## src/drs_pkg.sv

```systemverilog
package drs_pkg;

    // timebase
    localparam int CLK_KHZ = 25000;

    // release timeout, both outputs
    localparam int TIMEOUT_MS = 140;
    localparam int TIMEOUT_CYC = TIMEOUT_MS * CLK_KHZ;

    // extended pushbutton setup options, least values
    localparam int SETUP_K_MS = 6720;
    localparam int SETUP_L_MS = 4480;
    localparam int SETUP_S_MS = 2240;
    localparam int SETUP_T_MS = 1120;
    localparam int SETUP_K_CYC = SETUP_K_MS * CLK_KHZ;
    localparam int SETUP_L_CYC = SETUP_L_MS * CLK_KHZ;
    localparam int SETUP_S_CYC = SETUP_S_MS * CLK_KHZ;
    localparam int SETUP_T_CYC = SETUP_T_MS * CLK_KHZ;

    // counter width, holds the longest setup count
    localparam int CNT_W = 28;

    // setup option select encoding
    localparam int SEL_W = 2;
    localparam logic [SEL_W-1:0] SEL_K = 2'h0;
    localparam logic [SEL_W-1:0] SEL_L = 2'h1;
    localparam logic [SEL_W-1:0] SEL_S = 2'h2;
    localparam logic [SEL_W-1:0] SEL_T = 2'h3;

    // synchroniser bundle layout
    localparam int SYNC_W = 7;
    localparam int IDX_VCC = 0;
    localparam int IDX_AUX = 1;
    localparam int IDX_PB = 2;
    localparam int IDX_COMB = 3;
    localparam int IDX_OD = 4;
    localparam int IDX_SEL = 5;
    localparam logic [SYNC_W-1:0] SYNC_RST = 7'h04;

endpackage

```

## src/drs_tmr_if.sv

```systemverilog
`timescale 1ns/1ps
interface drs_tmr_if;
    logic hold;
    logic active;

    modport ctl
    (
        output hold,
        input active
    );

    modport tmr
    (
        input hold,
        output active
    );
endinterface

```

## src/drs_hold_timer.sv

```systemverilog
`timescale 1ns/1ps
module drs_hold_timer
#(
    parameter int LIMIT = drs_pkg::TIMEOUT_CYC
)
(
    // clock and reset
    input wire logic ref_clk_i,
    input wire logic rst_n_i,
    // hold request and active flag
    drs_tmr_if.tmr tmr
);
    import drs_pkg::*;

    logic [CNT_W-1:0] cnt_q;
    logic [CNT_W-1:0] cnt_d;
    logic busy_q;
    logic busy_d;
    wire logic at_last = (cnt_q == CNT_W'(LIMIT - 1));

    // hold restarts the count, release after LIMIT idle cycles
    always_comb
    begin
        cnt_d = cnt_q;
        busy_d = busy_q;
        if (tmr.hold)
        begin
            cnt_d = '0;
            busy_d = 1'b1;
        end
        else if (busy_q)
        begin
            if (at_last)
                busy_d = 1'b0;
            else
                cnt_d = cnt_q + CNT_W'(1);
        end
    end

    always_ff @(posedge ref_clk_i)
    begin
        if (!rst_n_i)
        begin
            cnt_q <= '0;
            busy_q <= 1'b1;
        end
        else
        begin
            cnt_q <= cnt_d;
            busy_q <= busy_d;
        end
    end

    assign tmr.active = busy_q;
endmodule

```

## src/drs_supervisor.sv

```systemverilog
// Behaviour
// - undervoltage on either input asserts system reset
// - system reset holds 140ms after recovery
// - independent variant: pushbutton ignored for system reset
// - combined variant: long press asserts system reset
// - long-press reset releases 140ms after button release
// - soft reset asserts at once on press
// - soft reset holds 140ms after button release
// - active low outputs, push-pull or open-drain
// - four selectable extended setup periods
// - timeout between 140 and 280 ms
`timescale 1ns/1ps
module drs_supervisor
#(
    parameter int RST_TIMEOUT_CYC = drs_pkg::TIMEOUT_CYC,
    parameter int SETUP_K_CYC_P = drs_pkg::SETUP_K_CYC,
    parameter int SETUP_L_CYC_P = drs_pkg::SETUP_L_CYC,
    parameter int SETUP_S_CYC_P = drs_pkg::SETUP_S_CYC,
    parameter int SETUP_T_CYC_P = drs_pkg::SETUP_T_CYC
)
(
    // clock and reset
    input wire logic ref_clk_i,
    input wire logic rst_n_i,
    // undervoltage indications, high when low supply
    input wire logic vcc_low_i,
    input wire logic aux_voltage_sense_i,
    // pushbutton, low when pressed
    input wire logic pushbutton_in_n_i,
    // variant straps
    input wire logic combined_i,
    input wire logic open_drain_i,
    input wire logic [drs_pkg::SEL_W-1:0] setup_sel_i,
    // system reset output pin
    output logic sys_reset_out_n_o,
    output logic sys_reset_oe_o,
    // soft reset output pin
    output logic soft_reset_out_n_o,
    output logic soft_reset_oe_o
);
    import drs_pkg::*;

    drs_tmr_if sys_if ();
    drs_tmr_if soft_if ();

    logic [SYNC_W-1:0] meta_q;
    logic [SYNC_W-1:0] sync_q;
    logic [CNT_W-1:0] setup_cnt_q;
    logic [CNT_W-1:0] setup_cnt_d;
    logic long_q;
    logic long_d;
    logic sys_n_q;
    logic sys_oe_q;
    logic soft_n_q;
    logic soft_oe_q;

    // setup count limit for the selected option
    function automatic logic [CNT_W-1:0] setup_limit(input logic [SEL_W-1:0] sel);
        logic [CNT_W-1:0] lim;
        lim = CNT_W'(SETUP_K_CYC_P);
        if (sel == SEL_L)
            lim = CNT_W'(SETUP_L_CYC_P);
        else if (sel == SEL_S)
            lim = CNT_W'(SETUP_S_CYC_P);
        else if (sel == SEL_T)
            lim = CNT_W'(SETUP_T_CYC_P);
        return lim;
    endfunction

    // two-flop synchroniser for all input pins except ref_clk_i and rst_n_i
    wire logic [SYNC_W-1:0] raw_in = {setup_sel_i, open_drain_i, combined_i,
                                      pushbutton_in_n_i, aux_voltage_sense_i, vcc_low_i};

    always_ff @(posedge ref_clk_i)
    begin
        if (!rst_n_i)
        begin
            meta_q <= SYNC_RST;
            sync_q <= SYNC_RST;
        end
        else
        begin
            meta_q <= raw_in;
            sync_q <= meta_q;
        end
    end

    wire logic uv_s = sync_q[IDX_VCC] | sync_q[IDX_AUX];
    wire logic pb_low = !sync_q[IDX_PB];
    wire logic comb_s = sync_q[IDX_COMB];
    wire logic od_s = sync_q[IDX_OD];
    wire logic [SEL_W-1:0] sel_s = sync_q[IDX_SEL +: SEL_W];

    wire logic [CNT_W-1:0] setup_lim = setup_limit(sel_s);
    wire logic setup_hit = (setup_cnt_q == setup_lim - CNT_W'(1));

    // press duration counter, saturates once long press seen
    always_comb
    begin
        setup_cnt_d = setup_cnt_q;
        long_d = long_q;
        if (!pb_low)
        begin
            setup_cnt_d = '0;
            long_d = 1'b0;
        end
        else if (!long_q)
        begin
            if (setup_hit)
                long_d = 1'b1;
            else
                setup_cnt_d = setup_cnt_q + CNT_W'(1);
        end
    end

    always_ff @(posedge ref_clk_i)
    begin
        if (!rst_n_i)
        begin
            setup_cnt_q <= '0;
            long_q <= 1'b0;
        end
        else
        begin
            setup_cnt_q <= setup_cnt_d;
            long_q <= long_d;
        end
    end

    assign sys_if.hold = uv_s | (comb_s & long_q);
    assign soft_if.hold = pb_low;

    drs_hold_timer #(
        .LIMIT(RST_TIMEOUT_CYC)
    ) u_sys_tmr (
        .ref_clk_i(ref_clk_i),
        .rst_n_i(rst_n_i),
        .tmr(sys_if)
    );

    drs_hold_timer #(
        .LIMIT(RST_TIMEOUT_CYC)
    ) u_soft_tmr (
        .ref_clk_i(ref_clk_i),
        .rst_n_i(rst_n_i),
        .tmr(soft_if)
    );

    always_ff @(posedge ref_clk_i)
    begin
        if (!rst_n_i)
        begin
            sys_n_q <= 1'b0;
            sys_oe_q <= 1'b1;
            soft_n_q <= 1'b0;
            soft_oe_q <= 1'b1;
        end
        else
        begin
            sys_n_q <= od_s ? 1'b0 : !sys_if.active;
            sys_oe_q <= od_s ? sys_if.active : 1'b1;
            soft_n_q <= od_s ? 1'b0 : !soft_if.active;
            soft_oe_q <= od_s ? soft_if.active : 1'b1;
        end
    end

    assign sys_reset_out_n_o = sys_n_q;
    assign sys_reset_oe_o = sys_oe_q;
    assign soft_reset_out_n_o = soft_n_q;
    assign soft_reset_oe_o = soft_oe_q;
endmodule

```

## config.mk

```make
export PLATFORM = sky130hd
export DESIGN_NAME = drs_supervisor
export DESIGN_NICKNAME = d
export VERILOG_FILES = /design/src/drs_pkg.sv /design/src/drs_tmr_if.sv /design/src/drs_hold_timer.sv /design/src/drs_supervisor.sv
export SDC_FILE = /design/constraint.sdc
export NUM_CORES = 1
export LEC_CHECK = 0
export BUFFER_PORTS_ARGS = -buffer_cell sky130_fd_sc_hd__buf_2
export CAP_MARGIN = 10
export CELL_PAD_IN_SITES_DETAIL_PLACEMENT = 1
export CELL_PAD_IN_SITES_GLOBAL_PLACEMENT = 2
export CORE_UTILIZATION = 39
export CTS_CLUSTER_SIZE = 16
export DETAILED_ROUTE_END_ITERATION = 6
export GPL_TIMING_DRIVEN = 1
export PLACE_DENSITY_LB_ADDON = 0.1
export SLEW_MARGIN = 20
export SYNTH_ARGS = -nofsm -noshare
export SYNTH_HDL_FRONTEND = slang
export SYNTH_HIERARCHICAL = 1
export SYNTH_SLANG_ARGS = --single-unit
export TNS_END_PERCENT = 30
```

## constraint.sdc

```tcl
create_clock -name ref_clk_i -period 3.65 [get_ports ref_clk_i]
set_clock_uncertainty 0.2 [all_clocks]
set_input_delay 0.365 -clock ref_clk_i [delete_from_list [all_inputs] [get_ports ref_clk_i]]
set_output_delay 0.365 -clock ref_clk_i [all_outputs]
set_load 0.05 [all_outputs]
```

==> flow_summary.yaml <==
logic_synthesis:
  synth.yosys.seq_area_share_pct: 37.0
  ys_types: 67
  syn_area_um2: 5670
  yosys_register_bits: 105
  netlist.area_leader.share_pct: 37.0
  synth_top_area_cell: "dfxtp_1"
  syn-num-nets: 672
  synth-edff-count: 0
  async_reset_ff_share_pct: 0
  syn_avg_cell_area_um2: 8.69
  synth.area.top_cells: "dfxtp_1 (37%), nand2_1 (4.6%), mux2i_1 (3.9%), nand4_1 (3.9%), a21oi_1 (3.8%)"
  synthesis.instances: 653
  ys.warnings.count: 6
  synth_ff_type: "dfxtp_1"
timing:
  finalCritPeriodShare_pct: 78.4
  hold_violations: 0
  period_minus_slack_ns: 2.86
  fmax_mhz: 350
  worst_pin_slew_ns: 0.994
  slew_headroom_pct: 33.7
  final.setup.tns_ns: 0
  rsz0062_at_grt: "false"
  setup_violations: 0
  worst_hold_slack_ns: 0.0138
  report.final.slew_viol_count: 0
  setup_slack_ns: 0.790
route:
  final_antenna_net_count: 0
  vias: 4905
  routedWlPerCell_um: 17.6
  post-route-drc-count: 0
  drt_pre_antenna_iters: 4
  vias_per_cell: 5.90
  drtIter0Drc: 219
  routed_wl_um: 14600
worst_hold_path:
  hold_path_class: "in -> reg"
global_routing:
  grt_pass1_wl_um: 24600
  grt_usage_pct: 21.0
  grt_max_degree: 28
  grtUsageMet1_pct: 26.8
  grt_antenna_before_repair: 0
  grt_overflow: 0
  grt_pass1_vias: 4919
  grt_util_met2_pct: 35.0
  busiest_layer: "met2"
  use_met3_pct: 4.00
setup_path:
  cp-startpoint: "sync_q[5]"
  cp_max_fo: 25
  crit_path_end_kind: "flop"
  required_ns: 3.74
  reg2reg_slack_ns: 0.79
  reg2reg_depth: 9
  cp-start-kind: "flop"
  rr_startpoint: "sync_q[5]"
  rr_endpoint: "setup_cnt_q[17]"
  worstSetupPathType: "reg -> reg"
  crit_arrival_ns: 2.95
  crit_path_end: "setup_cnt_q[17]"
cts:
  clk_latency_ns: 0.36
  cts-root-buf: "clkbuf_16"
  cts_resized: 0
  cts_tree: "done"
  h-tree-depth: 3
  clockBufferDepth: 2
  cts_setup_buffers: 0
  clock_sinks: 105
  cts_buffers: 9
  clkTransAtPathRegs_ns: 0.07
  cts_hold_buffers: 3
pwr:
  power_frac_seq_pct: 52.5
  power_density_nw_per_um2: 368
  switching_power_w: 0.000546
  p_comb_share_pct: 3.7
  peakVddDrop_uv: 247
  leakage_nw: 2.00
  switching_share_pct: 24.5
  intPower_w: 0.00168
  clkPwrFrac_pct: 43.8
  total_power_w: 0.00222
finish:
  area_delta_synth_final_pct: 6.53
  layout.nets: 665
  n_antenna_cell: 0
  fillers: 1670
  drive_gt1_share_pct: 10.6
placed_design:
  pre_cts_slack_ns: 0.791
  dp_hpwl_um: 10300
  place_congestion: 0.843
  portBuffers: 12
floorplan:
  dieHeight_um: 123
  ios: 13
  rows: 43
  start_util_pct: 40.4
  die_x_um: 123
  die-area_um2: 15000
  core-area_um2: 14000
run_status:
  status: "complete, no violations"
run:
  maxCapViolCount: 0
[layout make-up]
class | count | area, um2 | share of cell area (%)
sequential | 105 | 2100 | 34.8
clock inverter | 6 | 47.5 | 0.787
clock buffer | 10 | 239 | 3.95
timing repair buffer | 18 | 113 | 1.86
inverter | 12 | 45.0 | 0.745
multi-input combinational | 500 | 3270 | 54.2
tap | 180 | 225 | 3.73
[how the worst min path moves through the flow]
stage | start | end | slack, ns | cells after the start
5_1_grt | aux_voltage_sense_i | meta_q[1] | 0.004 | 2
6_report | aux_voltage_sense_i | meta_q[1] | 0.01 | 2
2_1_floorplan | meta_q[2] | sync_q[2] | 0.19 | 1
3_5_place_dp | meta_q[2] | sync_q[2] | 0.21 | 1
4_1_cts | aux_voltage_sense_i | meta_q[1] | 0.0002 | 2
3_3_place_gp | meta_q[2] | sync_q[2] | 0.22 | 1
[layout by cell type (no fill, tap or decap), drive strengths merged, types with 6 or more instances in the layout]
| cell | Yosys | routed |
|---|---|---|
| o311ai | 6 | 6 |
| nand3 | 29 | 29 |
| or2 | 6 | 6 |
| nand4 | 37 | 37 |
| nor2 | 34 | 34 |
| o21ai | 15 | 15 |
| or3 | 13 | 13 |
| xnor2 | 15 | 15 |
| nor4 | 16 | 16 |
| buf | 12 | 15 |
| ha | 10 | 10 |
| xor2 | 6 | 6 |
| nand2b | 29 | 29 |
| or4 | 27 | 27 |
| and4 | 17 | 17 |
| nand2 | 70 | 70 |
| a21oi | 44 | 44 |
| nor4bb | 6 | 6 |
| dfxtp | 105 | 105 |
| and2 | 14 | 14 |
| inv | 12 | 16 |
| clkbuf | 23 | 10 |
| o31ai | 19 | 19 |
| and3 | 11 | 11 |
| mux2i | 22 | 22 |
| nor3 | 12 | 12 |
[stage by stage]
step,util [%],cells,instance area [um2]
2_1_floorplan,-,653,5670
3_3_place_gp,40.8,812,5730
3_5_place_dp,40.8,812,5730
4_1_cts,43.0,831,6040
5_1_grt,43.0,831,6040
6_report,43.0,831,6040
[routing by layer]
| metal | vias up | wire length, um |
|---|---|---|
| met5 | - | 0 |
| met4 | 0 | 238 |
| met3 | 22 | 386 |
| met2 | 56 | 6910 |
| met1 | 2389 | 7060 |
| li1 | 2438 | - |
[flip-flops by register name (all words and copies together), names as in the netlist]
name and flops:
sync_q 7, long_q 1, sys_reset_oe_o 1, sys_reset_out_n_o 1, u_sys_tmr/tmr.active 1, soft_reset_oe_o 1
meta_q 7, u_soft_tmr/cnt_q 28, soft_reset_out_n_o 1, u_sys_tmr/cnt_q 28, u_soft_tmr/tmr.active 1, setup_cnt_q 28
[worst max-delay path: stages (launching register included)]
cell      delay (ns)
dfxtp_1         0.49
inv_1           0.13
ha_1            0.24
o21bai_1        0.24
o21ai_0         0.16
xnor2_1         0.22
nor4b_4         0.17
buf_4           0.22
or4_2           0.57
a21oi_2         0.14
[power groups by stage]
stage / clock [W] / sequential, W / combinational, W
after global placement: 0 / 0.00120 / 0.0000764
after global routing: 0.00104 / 0.00117 / 0.0000930
after detailed placement: 0 / 0.00120 / 0.0000805
final: 0.000974 / 0.00117 / 0.0000819
after CTS: 0.00101 / 0.00117 / 0.0000838
after floorplan: 0 / 0.00119 / 0.0000639
[kinds of logic after synthesis]
kind of cell             after synthesis  synth area share (%)
AO/OA/AOI/OAI                        111                  13.2
AND/OR/NAND/NOR                      336                  35.1
buffers and inverters                 48                  5.31
adder cells (fa/ha/maj)               10                  2.21
XOR/XNOR                              21                  3.24
multiplexers                          22                  3.88
flip-flops                           105                  37.0
[synthesized netlist by cell type, types with 6 or more instances]
| cell type | count |
|---|---|
| a21oi_1 | 43 |
| and2_1 | 14 |
| and3_1 | 9 |
| and4_1 | 15 |
| buf_6 | 7 |
| clkbuf_1 | 19 |
| dfxtp_1 | 105 |
| ha_1 | 10 |
| inv_1 | 12 |
| mux2i_1 | 22 |
| nand2_1 | 69 |
| nand2b_1 | 29 |
| nand3_1 | 27 |
| nand4_1 | 35 |
| nor2_1 | 34 |
| nor3_1 | 12 |
| nor4_1 | 15 |
| nor4bb_1 | 6 |
| o21ai_0 | 8 |
| o21ai_2 | 6 |
| o311ai_0 | 6 |
| o31ai_1 | 19 |
| or3_1 | 6 |
| or3_2 | 7 |
| or4_1 | 22 |
| xnor2_1 | 15 |
| xor2_1 | 6 |
Note: power is estimated with default switching activity, not from simulation.
